[config.mk]
export PLATFORM = sky130hd
export DESIGN_NAME = cap_top
export DESIGN_NICKNAME = d
export VERILOG_FILES = /design/src/verilog/cap_pkg.sv /design/src/verilog/cap_pwm_chan.sv /design/src/verilog/cap_top.sv
export VERILOG_INCLUDE_DIRS = /design/src /design/src/verilog
export SDC_FILE = /design/constraint.sdc
export NUM_CORES = 1
export LEC_CHECK = 0
export BUFFER_PORTS_ARGS = -buffer_cell sky130_fd_sc_hd__buf_2
export CELL_PAD_IN_SITES_DETAIL_PLACEMENT = 1
export CELL_PAD_IN_SITES_GLOBAL_PLACEMENT = 2
export CORE_ASPECT_RATIO = 1.25
export CORE_MARGIN = 4
export CORE_UTILIZATION = 44
export DETAILED_ROUTE_END_ITERATION = 12
export PLACE_DENSITY_LB_ADDON = 0.1
export SYNTH_ARGS = -nofsm -noshare
export SYNTH_HDL_FRONTEND = slang
export SYNTH_HIERARCHICAL = 1
export SYNTH_SLANG_ARGS = --single-unit
[constraint.sdc]
create_clock -name clk_i -period 7.3 [get_ports clk_i]
set_input_delay 0.73 -clock clk_i [delete_from_list [all_inputs] [get_ports clk_i]]
set_output_delay 0.73 -clock clk_i [all_outputs]
set_load 0.02 [all_outputs]
[src/verilog/cap_regs.svh]
`ifndef CAP_REGS_SVH
`define CAP_REGS_SVH

// ==========================================================
// Register addresses
`define CAP_MD_ADDR        8'hd9
`define CAP_PWMCFG_ADDR    8'hda
`define CAP_STATUS_ADDR    8'hdb
`define CAP_CNTL_ADDR      8'hdc
`define CAP_CNTH_ADDR      8'hdd
`define CAP_MODE_BASE      8'he0
`define CAP_CPL_BASE       8'he8
`define CAP_CPH_BASE       8'hf0

// ==========================================================
// Counter mode register fields
`define CAP_MD_RESET       8'h40
`define CAP_MD_IDLE_SUSP   7
`define CAP_MD_WD_EN       6
`define CAP_MD_WD_LOCK     5
`define CAP_MD_UNUSED      4
`define CAP_MD_TB_HI       3
`define CAP_MD_TB_LO       1
`define CAP_MD_OVF_IE      0

// ==========================================================
// PWM configuration, status and module mode fields
`define CAP_PWM_VIEW_SEL   7
`define CAP_PWM_CYC_OVF    5
`define CAP_STAT_CNT_OVF   7
`define CAP_MODE_CMP_EN    6
`define CAP_MODE_MATCH_EN  3
`define CAP_MODE_PWM       1

// ==========================================================
// Timebase codes and divider counts
`define CAP_TB_DIV12       3'h0
`define CAP_TB_DIV4        3'h1
`define CAP_TB_T0          3'h2
`define CAP_TB_XIN         3'h3
`define CAP_TB_SYS         3'h4
`define CAP_TB_EXT8        3'h5
`define CAP_TB_LFO8        3'h6
`define CAP_DIV12_LAST     4'hb
`define CAP_DIV4_LAST      2'h3
`define CAP_DIV8_LAST      3'h7
`define CAP_XIN_GAP        2'h3

`endif

[src/verilog/cap_pkg.sv]
package cap_pkg;

  typedef struct packed {
    logic       wr;
    logic       rd;
    logic [7:0] addr;
    logic [7:0] wdata;
  } cap_sfr_req_t;

  typedef struct packed {
    logic        tick;
    logic        ovf;
    logic        long_mode;
    logic [15:0] cnt_masked;
    logic [15:0] mask;
  } cap_chan_ctl_t;

  typedef struct packed {
    logic sel_mode;
    logic sel_low;
    logic sel_high;
    logic view_sel;
  } cap_chan_wr_t;

endpackage

[src/verilog/cap_pwm_chan.sv]
`timescale 1ns/1ns
`include "cap_regs.svh"

module cap_pwm_chan (
  input  wire logic                 clk_i,
  input  wire logic                 resetn_i,
  input  wire cap_pkg::cap_chan_ctl_t ctl_i,
  input  wire cap_pkg::cap_chan_wr_t  wr_i,
  input  wire logic [7:0]           wdata_i,
  output logic [15:0]               cmp_o,
  output logic [15:0]               arl_o,
  output logic [7:0]                mode_o,
  output logic                      out_o,
  output logic                      evt_set_o
);
  import cap_pkg::*;

  logic active;
  logic match;

  assign active = mode_o[`CAP_MODE_CMP_EN] & mode_o[`CAP_MODE_PWM] & ctl_i.long_mode;
  assign match  = active & ctl_i.tick & (ctl_i.cnt_masked == (cmp_o & ctl_i.mask));

  // ==========================================================
  // Compare and reload registers
  always_ff @(posedge clk_i or negedge resetn_i) begin
    if (!resetn_i) begin
      cmp_o <= 16'h0000;
    end else if (wr_i.sel_low && !wr_i.view_sel) begin
      cmp_o[7:0] <= wdata_i;
    end else if (wr_i.sel_high && !wr_i.view_sel) begin
      cmp_o[15:8] <= wdata_i;
    end else if (active && ctl_i.ovf) begin
      cmp_o <= arl_o;
    end
  end

  always_ff @(posedge clk_i or negedge resetn_i) begin
    if (!resetn_i) begin
      arl_o <= 16'h0000;
    end else if (wr_i.sel_low && wr_i.view_sel) begin
      arl_o[7:0] <= wdata_i;
    end else if (wr_i.sel_high && wr_i.view_sel) begin
      arl_o[15:8] <= wdata_i;
    end
  end

  // ==========================================================
  // Mode register; byte writes steer the comparator enable
  always_ff @(posedge clk_i or negedge resetn_i) begin
    if (!resetn_i) begin
      mode_o <= 8'h00;
    end else if (wr_i.sel_mode) begin
      mode_o <= wdata_i;
    end else if (wr_i.sel_low) begin
      mode_o[`CAP_MODE_CMP_EN] <= 1'b0;
    end else if (wr_i.sel_high) begin
      mode_o[`CAP_MODE_CMP_EN] <= 1'b1;
    end
  end

  // ==========================================================
  // Output; match beats overflow so a zero compare gives full duty
  always_ff @(posedge clk_i or negedge resetn_i) begin
    if (!resetn_i) begin
      out_o <= 1'b0;
    end else if (!active) begin
      out_o <= 1'b0;
    end else if (match) begin
      out_o <= 1'b1;
    end else if (ctl_i.ovf) begin
      out_o <= 1'b0;
    end
  end

  always_ff @(posedge clk_i or negedge resetn_i) begin
    if (!resetn_i) begin
      evt_set_o <= 1'b0;
    end else begin
      evt_set_o <= match & mode_o[`CAP_MODE_MATCH_EN];
    end
  end

endmodule

[src/verilog/cap_top.sv]
// Overview of operation
// - Compare byte locations reach reload register when view select is 1, else compare.
// - Output goes high when low N counter bits equal the compare value.
// - Overflow from bit N drives output low, sets cycle flag, reloads compare.
// - Cycle length N comes from the cycle length select field.
// - Long PWM runs with comparator and pwm enables set and length not 8.
// - With match flag enable set, each match sets the module event flag.
// - Cycle overflow repeats every 512, 1024 or 2048 counter ticks.
// - Low byte write clears comparator enable; high byte write sets it.
// - Comparator enable cleared keeps the output low, zero duty.
// - Idle suspend set halts the counter during processor idle.
// - Watchdog enable makes module 2 the watchdog; resets to one.
// - Watchdog lock prevents clearing watchdog enable until reset.
// - Timebase select picks sysclk/12, /4, timer0, ext falls, sysclk, ext/8, lfo/8.
// - External count falling edges are counted at most once per four clocks.
// - Overflow interrupt enable gates the counter overflow flag to a request.
// - While watchdog enabled, counter mode bits other than enable and lock keep their value.
// - Counter mode bit 4 reads zero and ignores writes.
`timescale 1ns/1ns
`include "cap_regs.svh"

module cap_top #(
  parameter int NUM_MODULES = 3
) (
  input  wire logic                  clk_i,
  input  wire logic                  resetn_i,
  input  wire cap_pkg::cap_sfr_req_t sfr_req_i,
  output logic [7:0]                 sfr_rdata_o,
  input  wire logic                  idle_i,
  input  wire logic                  timer0_ovf_i,
  input  wire logic                  external_count_input_i,
  input  wire logic                  ext_clk_i,
  input  wire logic                  lfo_clk_i,
  output logic [NUM_MODULES-1:0]     module_output_pin_o,
  output logic                       irq_o,
  output logic                       watchdog_enable_o
);
  import cap_pkg::*;

  // Module 2 must exist for the watchdog; addresses allow eight modules
  if (NUM_MODULES < 3 || NUM_MODULES > 8) begin : g_bad_count
    $error("cap_top: NUM_MODULES must be 3 to 8");
  end

  // ==========================================================
  // Declarations
  logic [7:0]             md_r;
  logic [7:0]             md_nxt;
  logic                   view_sel_r;
  logic                   cyc_ovf_r;
  logic [1:0]             cyc_len_r;
  logic                   cnt_ovf_r;
  logic [NUM_MODULES-1:0] evt_r;
  logic [15:0]            cnt_r;
  logic [15:0]            cnt_nxt;
  logic [15:0]            mask;
  logic                   run;
  logic                   tick;
  logic                   cyc_ovf;
  logic [3:0]             div12_r;
  logic [1:0]             div4_r;
  logic                   xin_d_r;
  logic                   xin_fall;
  logic [1:0]             xin_gap_r;
  logic                   xin_tick;
  logic [1:0]             src_s1_r;
  logic [1:0]             src_s2_r;
  logic [1:0]             src_s3_r;
  logic [2:0]             div8_r [2];
  logic [1:0]             div8_tick;
  logic [2:0]             tbsel;
  logic [7:0]             rd_val;
  logic                   wr_md;
  logic                   wr_pwm;
  logic                   wr_stat;
  cap_chan_ctl_t          ctl;
  cap_chan_wr_t           chan_wr [NUM_MODULES];
  logic [15:0]            cmp     [NUM_MODULES];
  logic [15:0]            arl     [NUM_MODULES];
  logic [7:0]             mode    [NUM_MODULES];
  logic [NUM_MODULES-1:0] evt_set;

  assign tbsel   = md_r[`CAP_MD_TB_HI:`CAP_MD_TB_LO];
  assign wr_md   = sfr_req_i.wr && (sfr_req_i.addr == `CAP_MD_ADDR);
  assign wr_pwm  = sfr_req_i.wr && (sfr_req_i.addr == `CAP_PWMCFG_ADDR);
  assign wr_stat = sfr_req_i.wr && (sfr_req_i.addr == `CAP_STATUS_ADDR);

  // ==========================================================
  // Counter mode register
  always_comb begin
    md_nxt = md_r;
    if (wr_md) begin
      if (md_r[`CAP_MD_WD_EN]) begin
        md_nxt[`CAP_MD_WD_EN] = sfr_req_i.wdata[`CAP_MD_WD_EN] | md_r[`CAP_MD_WD_LOCK];
      end else begin
        md_nxt = sfr_req_i.wdata;
      end
      // Lock only sets; a later write must not reopen the enable
      md_nxt[`CAP_MD_WD_LOCK] = md_r[`CAP_MD_WD_LOCK] | sfr_req_i.wdata[`CAP_MD_WD_LOCK];
      md_nxt[`CAP_MD_UNUSED] = 1'b0;
    end
  end

  always_ff @(posedge clk_i or negedge resetn_i) begin
    if (!resetn_i) begin
      md_r <= `CAP_MD_RESET;
    end else begin
      md_r <= md_nxt;
    end
  end

  always_ff @(posedge clk_i or negedge resetn_i) begin
    if (!resetn_i) begin
      watchdog_enable_o <= 1'b1;
    end else begin
      watchdog_enable_o <= md_nxt[`CAP_MD_WD_EN];
    end
  end

  // ==========================================================
  // PWM configuration
  always_ff @(posedge clk_i or negedge resetn_i) begin
    if (!resetn_i) begin
      view_sel_r <= 1'b0;
      cyc_len_r  <= 2'h0;
    end else if (wr_pwm) begin
      view_sel_r <= sfr_req_i.wdata[`CAP_PWM_VIEW_SEL];
      cyc_len_r  <= sfr_req_i.wdata[1:0];
    end
  end

  // Flags: hardware set wins over a software clear in the same cycle
  always_ff @(posedge clk_i or negedge resetn_i) begin
    if (!resetn_i) begin
      cyc_ovf_r <= 1'b0;
    end else if (cyc_ovf && cyc_len_r != 2'h0) begin
      cyc_ovf_r <= 1'b1;
    end else if (wr_pwm && !sfr_req_i.wdata[`CAP_PWM_CYC_OVF]) begin
      cyc_ovf_r <= 1'b0;
    end
  end

  always_ff @(posedge clk_i or negedge resetn_i) begin
    if (!resetn_i) begin
      cnt_ovf_r <= 1'b0;
    end else if (tick && cnt_r == 16'hffff) begin
      cnt_ovf_r <= 1'b1;
    end else if (wr_stat && !sfr_req_i.wdata[`CAP_STAT_CNT_OVF]) begin
      cnt_ovf_r <= 1'b0;
    end
  end

  always_ff @(posedge clk_i or negedge resetn_i) begin
    if (!resetn_i) begin
      evt_r <= '0;
    end else if (wr_stat) begin
      evt_r <= (evt_r & sfr_req_i.wdata[NUM_MODULES-1:0]) | evt_set;
    end else begin
      evt_r <= evt_r | evt_set;
    end
  end

  always_ff @(posedge clk_i or negedge resetn_i) begin
    if (!resetn_i) begin
      irq_o <= 1'b0;
    end else begin
      irq_o <= cnt_ovf_r & md_r[`CAP_MD_OVF_IE];
    end
  end

  // ==========================================================
  // Timebase
  assign run = !(md_r[`CAP_MD_IDLE_SUSP] && idle_i);

  always_ff @(posedge clk_i or negedge resetn_i) begin
    if (!resetn_i) begin
      div12_r <= 4'h0;
      div4_r  <= 2'h0;
    end else if (run) begin
      div12_r <= (div12_r == `CAP_DIV12_LAST) ? 4'h0 : div12_r + 4'h1;
      div4_r  <= div4_r + 2'h1;
    end
  end

  // Inputs are synchronous, so one register suffices for the edge
  assign xin_fall = xin_d_r & ~external_count_input_i;
  assign xin_tick = xin_fall && (xin_gap_r == 2'h0) && run;

  always_ff @(posedge clk_i or negedge resetn_i) begin
    if (!resetn_i) begin
      xin_d_r   <= 1'b0;
      xin_gap_r <= 2'h0;
    end else begin
      xin_d_r <= external_count_input_i;
      if (xin_tick) begin
        xin_gap_r <= `CAP_XIN_GAP;
      end else if (xin_gap_r != 2'h0) begin
        xin_gap_r <= xin_gap_r - 2'h1;
      end
    end
  end

  // Free-running sources are resynchronised before their edges count
  always_ff @(posedge clk_i or negedge resetn_i) begin
    if (!resetn_i) begin
      src_s1_r <= 2'h0;
      src_s2_r <= 2'h0;
      src_s3_r <= 2'h0;
    end else begin
      src_s1_r <= {lfo_clk_i, ext_clk_i};
      src_s2_r <= src_s1_r;
      src_s3_r <= src_s2_r;
    end
  end

  for (genvar s = 0; s < 2; s++) begin : g_div8
    logic rise;
    assign rise         = src_s2_r[s] & ~src_s3_r[s] & run;
    assign div8_tick[s] = rise && (div8_r[s] == `CAP_DIV8_LAST);
    always_ff @(posedge clk_i or negedge resetn_i) begin
      if (!resetn_i) begin
        div8_r[s] <= 3'h0;
      end else if (rise) begin
        div8_r[s] <= div8_r[s] + 3'h1;
      end
    end
  end

  always_comb begin
    tick = 1'b0;
    unique case (tbsel)
      `CAP_TB_DIV12: tick = run && (div12_r == `CAP_DIV12_LAST);
      `CAP_TB_DIV4:  tick = run && (div4_r == `CAP_DIV4_LAST);
      `CAP_TB_T0:    tick = run && timer0_ovf_i;
      `CAP_TB_XIN:   tick = xin_tick;
      `CAP_TB_SYS:   tick = run;
      `CAP_TB_EXT8:  tick = div8_tick[0];
      `CAP_TB_LFO8:  tick = div8_tick[1];
      default:       tick = 1'b0;
    endcase
  end

  // ==========================================================
  // Counter and cycle length
  assign cnt_nxt = cnt_r + 16'h0001;

  always_ff @(posedge clk_i or negedge resetn_i) begin
    if (!resetn_i) begin
      cnt_r <= 16'h0000;
    end else if (tick) begin
      cnt_r <= cnt_nxt;
    end
  end

  always_comb begin
    mask = 16'h00ff;
    unique case (cyc_len_r)
      2'h0: mask = 16'h00ff;
      2'h1: mask = 16'h01ff;
      2'h2: mask = 16'h03ff;
      2'h3: mask = 16'h07ff;
    endcase
  end

  // Wrap of the low N bits is the cycle overflow, once per 2^N ticks
  assign cyc_ovf = tick && ((cnt_nxt & mask) == 16'h0000);

  assign ctl.tick       = tick;
  assign ctl.ovf        = cyc_ovf;
  assign ctl.long_mode  = (cyc_len_r != 2'h0);
  assign ctl.cnt_masked = cnt_nxt & mask;
  assign ctl.mask       = mask;

  // ==========================================================
  // Capture/compare modules
  for (genvar m = 0; m < NUM_MODULES; m++) begin : g_mod
    assign chan_wr[m].sel_mode = sfr_req_i.wr && (sfr_req_i.addr == `CAP_MODE_BASE + 8'(m));
    assign chan_wr[m].sel_low  = sfr_req_i.wr && (sfr_req_i.addr == `CAP_CPL_BASE + 8'(m));
    assign chan_wr[m].sel_high = sfr_req_i.wr && (sfr_req_i.addr == `CAP_CPH_BASE + 8'(m));
    assign chan_wr[m].view_sel = view_sel_r;

    cap_pwm_chan u_chan (
      .clk_i     (clk_i),
      .resetn_i  (resetn_i),
      .ctl_i     (ctl),
      .wr_i      (chan_wr[m]),
      .wdata_i   (sfr_req_i.wdata),
      .cmp_o     (cmp[m]),
      .arl_o     (arl[m]),
      .mode_o    (mode[m]),
      .out_o     (module_output_pin_o[m]),
      .evt_set_o (evt_set[m])
    );
  end

  // ==========================================================
  // Read path; unmapped addresses read zero
  always_comb begin
    rd_val = 8'h00;
    unique case (sfr_req_i.addr)
      `CAP_MD_ADDR:     rd_val = md_r & ~8'h10;
      `CAP_PWMCFG_ADDR: rd_val = {view_sel_r, 1'b0, cyc_ovf_r, 3'h0, cyc_len_r};
      `CAP_STATUS_ADDR: rd_val = {cnt_ovf_r, 7'h00} | 8'(evt_r);
      `CAP_CNTL_ADDR:   rd_val = cnt_r[7:0];
      `CAP_CNTH_ADDR:   rd_val = cnt_r[15:8];
      default:          rd_val = 8'h00;
    endcase
    for (int i = 0; i < NUM_MODULES; i++) begin
      if (sfr_req_i.addr == `CAP_MODE_BASE + 8'(i)) begin
        rd_val = mode[i];
      end
      if (sfr_req_i.addr == `CAP_CPL_BASE + 8'(i)) begin
        rd_val = view_sel_r ? arl[i][7:0] : cmp[i][7:0];
      end
      if (sfr_req_i.addr == `CAP_CPH_BASE + 8'(i)) begin
        rd_val = view_sel_r ? arl[i][15:8] : cmp[i][15:8];
      end
    end
  end

  always_ff @(posedge clk_i or negedge resetn_i) begin
    if (!resetn_i) begin
      sfr_rdata_o <= 8'h00;
    end else if (sfr_req_i.rd) begin
      sfr_rdata_o <= rd_val;
    end
  end

endmodule

==> flow_metrics.py <==
metrics = {
    "run_status": {
        "outcome": "finished clean",
    },
    "global_route": {
        "grt_use_total": 0.272,
        "antenna_found_initial": 0,
        "grt_max_degree": 116,
        "grt_first_pass_wirelength_mm": 55.5,
        "grt_pass1_vias": 9153,
        "gr-total-overflow": 0,
    },
    "logic_synthesis": {
        "synth.largest_area_cell": "dfrtp_1",
        "synth-seq-cells": 187,
        "ys.flop_type": "dfrtp_1",
        "synth-async-reset-ratio": 1.00,
        "syn_area_per_cell_um2": 9.85,
        "postSynthCellCount": 1098,
        "yosys-top-cells-area": "dfrtp_1 43%, mux2_2 9.2%, nand2_1 5.6%",
        "synth_cell_types": 87,
        "synthesis.area_um2": 10800,
        "yosysWarningCount": 6,
        "synth_edf_count": 0,
        "netlist.area_leader.share": 0.431,
        "synth_seq_area_share": 0.433,
    },
    "finish": {
        "nets": 1221,
        "num_antenna_cells": 0,
        "final_common_cell": "dfrtp_1",
        "regArea_um2": 4680,
        "multiInputGateArea_um2": 6110,
        "syn_to_final_growth_pct": 11.9,
        "final_cell_mix": "185 x dfrtp_1, 160 x nand2_1, 88 x mux2_2",
        "drive_above_1_share": 0.164,
        "fillCellCount": 2790,
    },
    "clock_network": {
        "path_clk_slew_ns": 0.07,
        "cts_buffers": 17,
        "cts_tree": "built",
        "cts-root-buf": "clkbuf_16",
        "holdBufCountCts": 0,
        "clock_latency_ns": 0.46,
        "post_cts_resized": 0,
        "cts_sinks": 187,
        "clk_path_buf_depth": 2,
        "htree_levels": 4,
        "post_cts_buffers": 0,
    },
    "hold_path": {
        "hold_end": "src_s2_r[0]",
        "holdPathStages": 0,
        "holdCritPathClass": "reg2reg",
        "min_from": "src_s1_r[0]",
    },
    "timing": {
        "max_slew.worst_pin.slew_ns": 0.990,
        "slew_violations": 0,
        "finalCriticalPeriod_ns": 3.73,
        "fin_worst_skew_ns": 0.0245,
        "finalSetupViolCount": 0,
        "slew_headroom": 0.340,
        "layout_worst_path_cycle_share": 0.510,
        "setup_slack_ns": 3.57,
        "fmax_mhz": 268,
        "hold_viol_final": 0,
        "rsz0062_at_grt": "false",
        "tns_ns": 0,
    },
    "setup_path": {
        "start_kind": "flop",
        "reg2reg_depth": 10,
        "required_ns": 7.66,
        "rrSetupSlack_ns": 3.57,
        "r2r-end": "g_mod[0].u_chan/cmp_o[12]",
        "cp_max_fo": 16,
        "worstPathArrival_ns": 4.09,
        "critPathKind": "reg2reg",
        "end_kind": "flop",
        "regToRegStartpoint": "cnt_r[1]",
    },
    "placement": {
        "portBuffers": 37,
        "dp_slack_ns": 3.31,
        "dp_hpwl_mm": 25.3,
        "place_congestion": 0.992,
    },
    "detailed_routing": {
        "wirelength_mm": 35.7,
        "detail-route-antenna-nets": 0,
        "drtPass1Iterations": 7,
        "vias": 8730,
        "drc": 0,
        "drt_iter0_drc": 592,
        "wl_per_cell_um": 23.4,
        "via_per_inst": 5.72,
    },
    "floorplan": {
        "rows": 63,
        "dieArea_um2": 27200,
        "core_um2": 24000,
        "start_util": 0.451,
        "die_w_um": 148,
        "die-height_um": 183,
        "design.portCount": 38,
    },
    "pwr": {
        "p_leak_uw": 0.00529,
        "peakVddDrop_mv": 0.159,
        "powerDensity_nw_per_um2": 229,
    },
    "job": {
        "timing.max_cap.violations": 0,
    },
}
-- sequential cells by signal (all words and copies together), names as in the netlist, 2 cells and up --
signal                  cells
src_s3_r                    2
div4_r                      2
evt_r                       3
g_mod.u_chan/mode_o        24
div12_r                     4
md_r                        7
sfr_rdata_o                 8
g_mod.u_chan/evt_set_o      3
g_mod.u_chan/cmp_o         48
xin_gap_r                   2
g_mod.u_chan/arl_o         48
cyc_len_r                   2
cnt_r                      16
src_s1_r                    2
g_mod.u_chan/out_o          3
div8_r                      6
src_s2_r                    2
-- worst max-delay path, stage by stage (launching register included) --
cell	delay, ns
dfrtp_1	0.48
ha_1	0.34
nand3_1	0.18
nor3_1	0.40
xor2_1	0.13
and2_1	0.32
nor4b_4	0.82
nand2_2	0.21
a21oi_4	0.47
nor2_1	0.10
a31oi_1	0.18
-- layer usage --
layer / up-vias / global-route usage / share of wire
li1: 4053 / - / -
met1: 4429 / 0.363 / 0.44
met2: 192 / 0.451 / 0.49
met3: 56 / 0.0358 / 0.042
met4: 0 / 0.105 / 0.036
met5: - / 0 / 0
-- how the worst max path moves through the flow --
stage | startpoint | endpoint | slack (ns) | depth (start not counted)
after global placement | sfr_req_i[8] | g_mod[1].u_chan/cmp_o[15] | 3.28 | 9
after global routing | cnt_r[1] | g_mod[0].u_chan/cmp_o[12] | 3.39 | 10
after detailed placement | sfr_req_i[8] | g_mod[1].u_chan/cmp_o[15] | 3.31 | 9
final | cnt_r[1] | g_mod[0].u_chan/cmp_o[12] | 3.57 | 10
after CTS | cnt_r[1] | g_mod[0].u_chan/cmp_o[12] | 3.64 | 10
after floorplan | cnt_r[0] | g_mod[0].u_chan/cmp_o[14] | 4.47 | 11
-- final cells by class --
cell class,count,share of cell area
inverter,11,0.00341
tap,325,0.0336
clock buffer,19,0.0366
sequential,187,0.387
multi-input combinational,926,0.505
clock inverter,13,0.0138
timing repair buffer,44,0.0204
-- logic make-up (layout without fill, tap and decap cells) --
kind of cell | count (synthesis) | in the layout | share of synthesized area
DFF | 187 | 187 | 0.433
xor gates and xnor gates | 50 | 50 | 0.0405
and+or+nand+nor | 410 | 410 | 0.192
buffers and inverters | 70 | 87 | 0.0316
other | 2 | 87 | 0.000695
muxes | 145 | 145 | 0.145
adders and majority gates | 9 | 9 | 0.0104
AOI/OAI and AO/OA | 225 | 225 | 0.147
-- synth_stat cells, drive strengths merged (3+ instances only) --
cell,instances
a211oi,10
a21boi,6
a21o,11
a21oi,43
a221o,4
a221oi,4
a22oi,6
a31o,4
a31oi,52
a32o,3
and2,13
and3,24
and3b,6
buf,37
clkbuf,22
dfrtp,186
ha,9
inv,11
mux2,93
mux2i,52
nand2,163
nand2b,14
nand3,23
nand3b,10
nand4,14
nor2,83
nor2b,14
nor3,18
nor4,11
o21ai,39
o22a,6
o22ai,7
o31ai,5
or2,3
xnor2,20
xor2,30
-- report_power, final --
part / switching [uW] / internal, uW
Sequential: 98.4 / 1130
Combinational: 338 / 222
Clock: 428 / 550
-- through the flow --
step	instance area (um2)	instances	hold slack [ns]	utilization	total power [uW]
CTS	12100	1525	0.357	0.505	2790
finish	12100	1525	0.353	0.505	2760
detailed placement	11500	1493	0.340	0.479	1810
global placement	11500	1493	0.335	0.479	1780
global route	12100	1525	0.365	0.505	2910
floorplan	11100	1183	0.331	-	1580
Note: power is estimated with default switching activity, not from simulation.
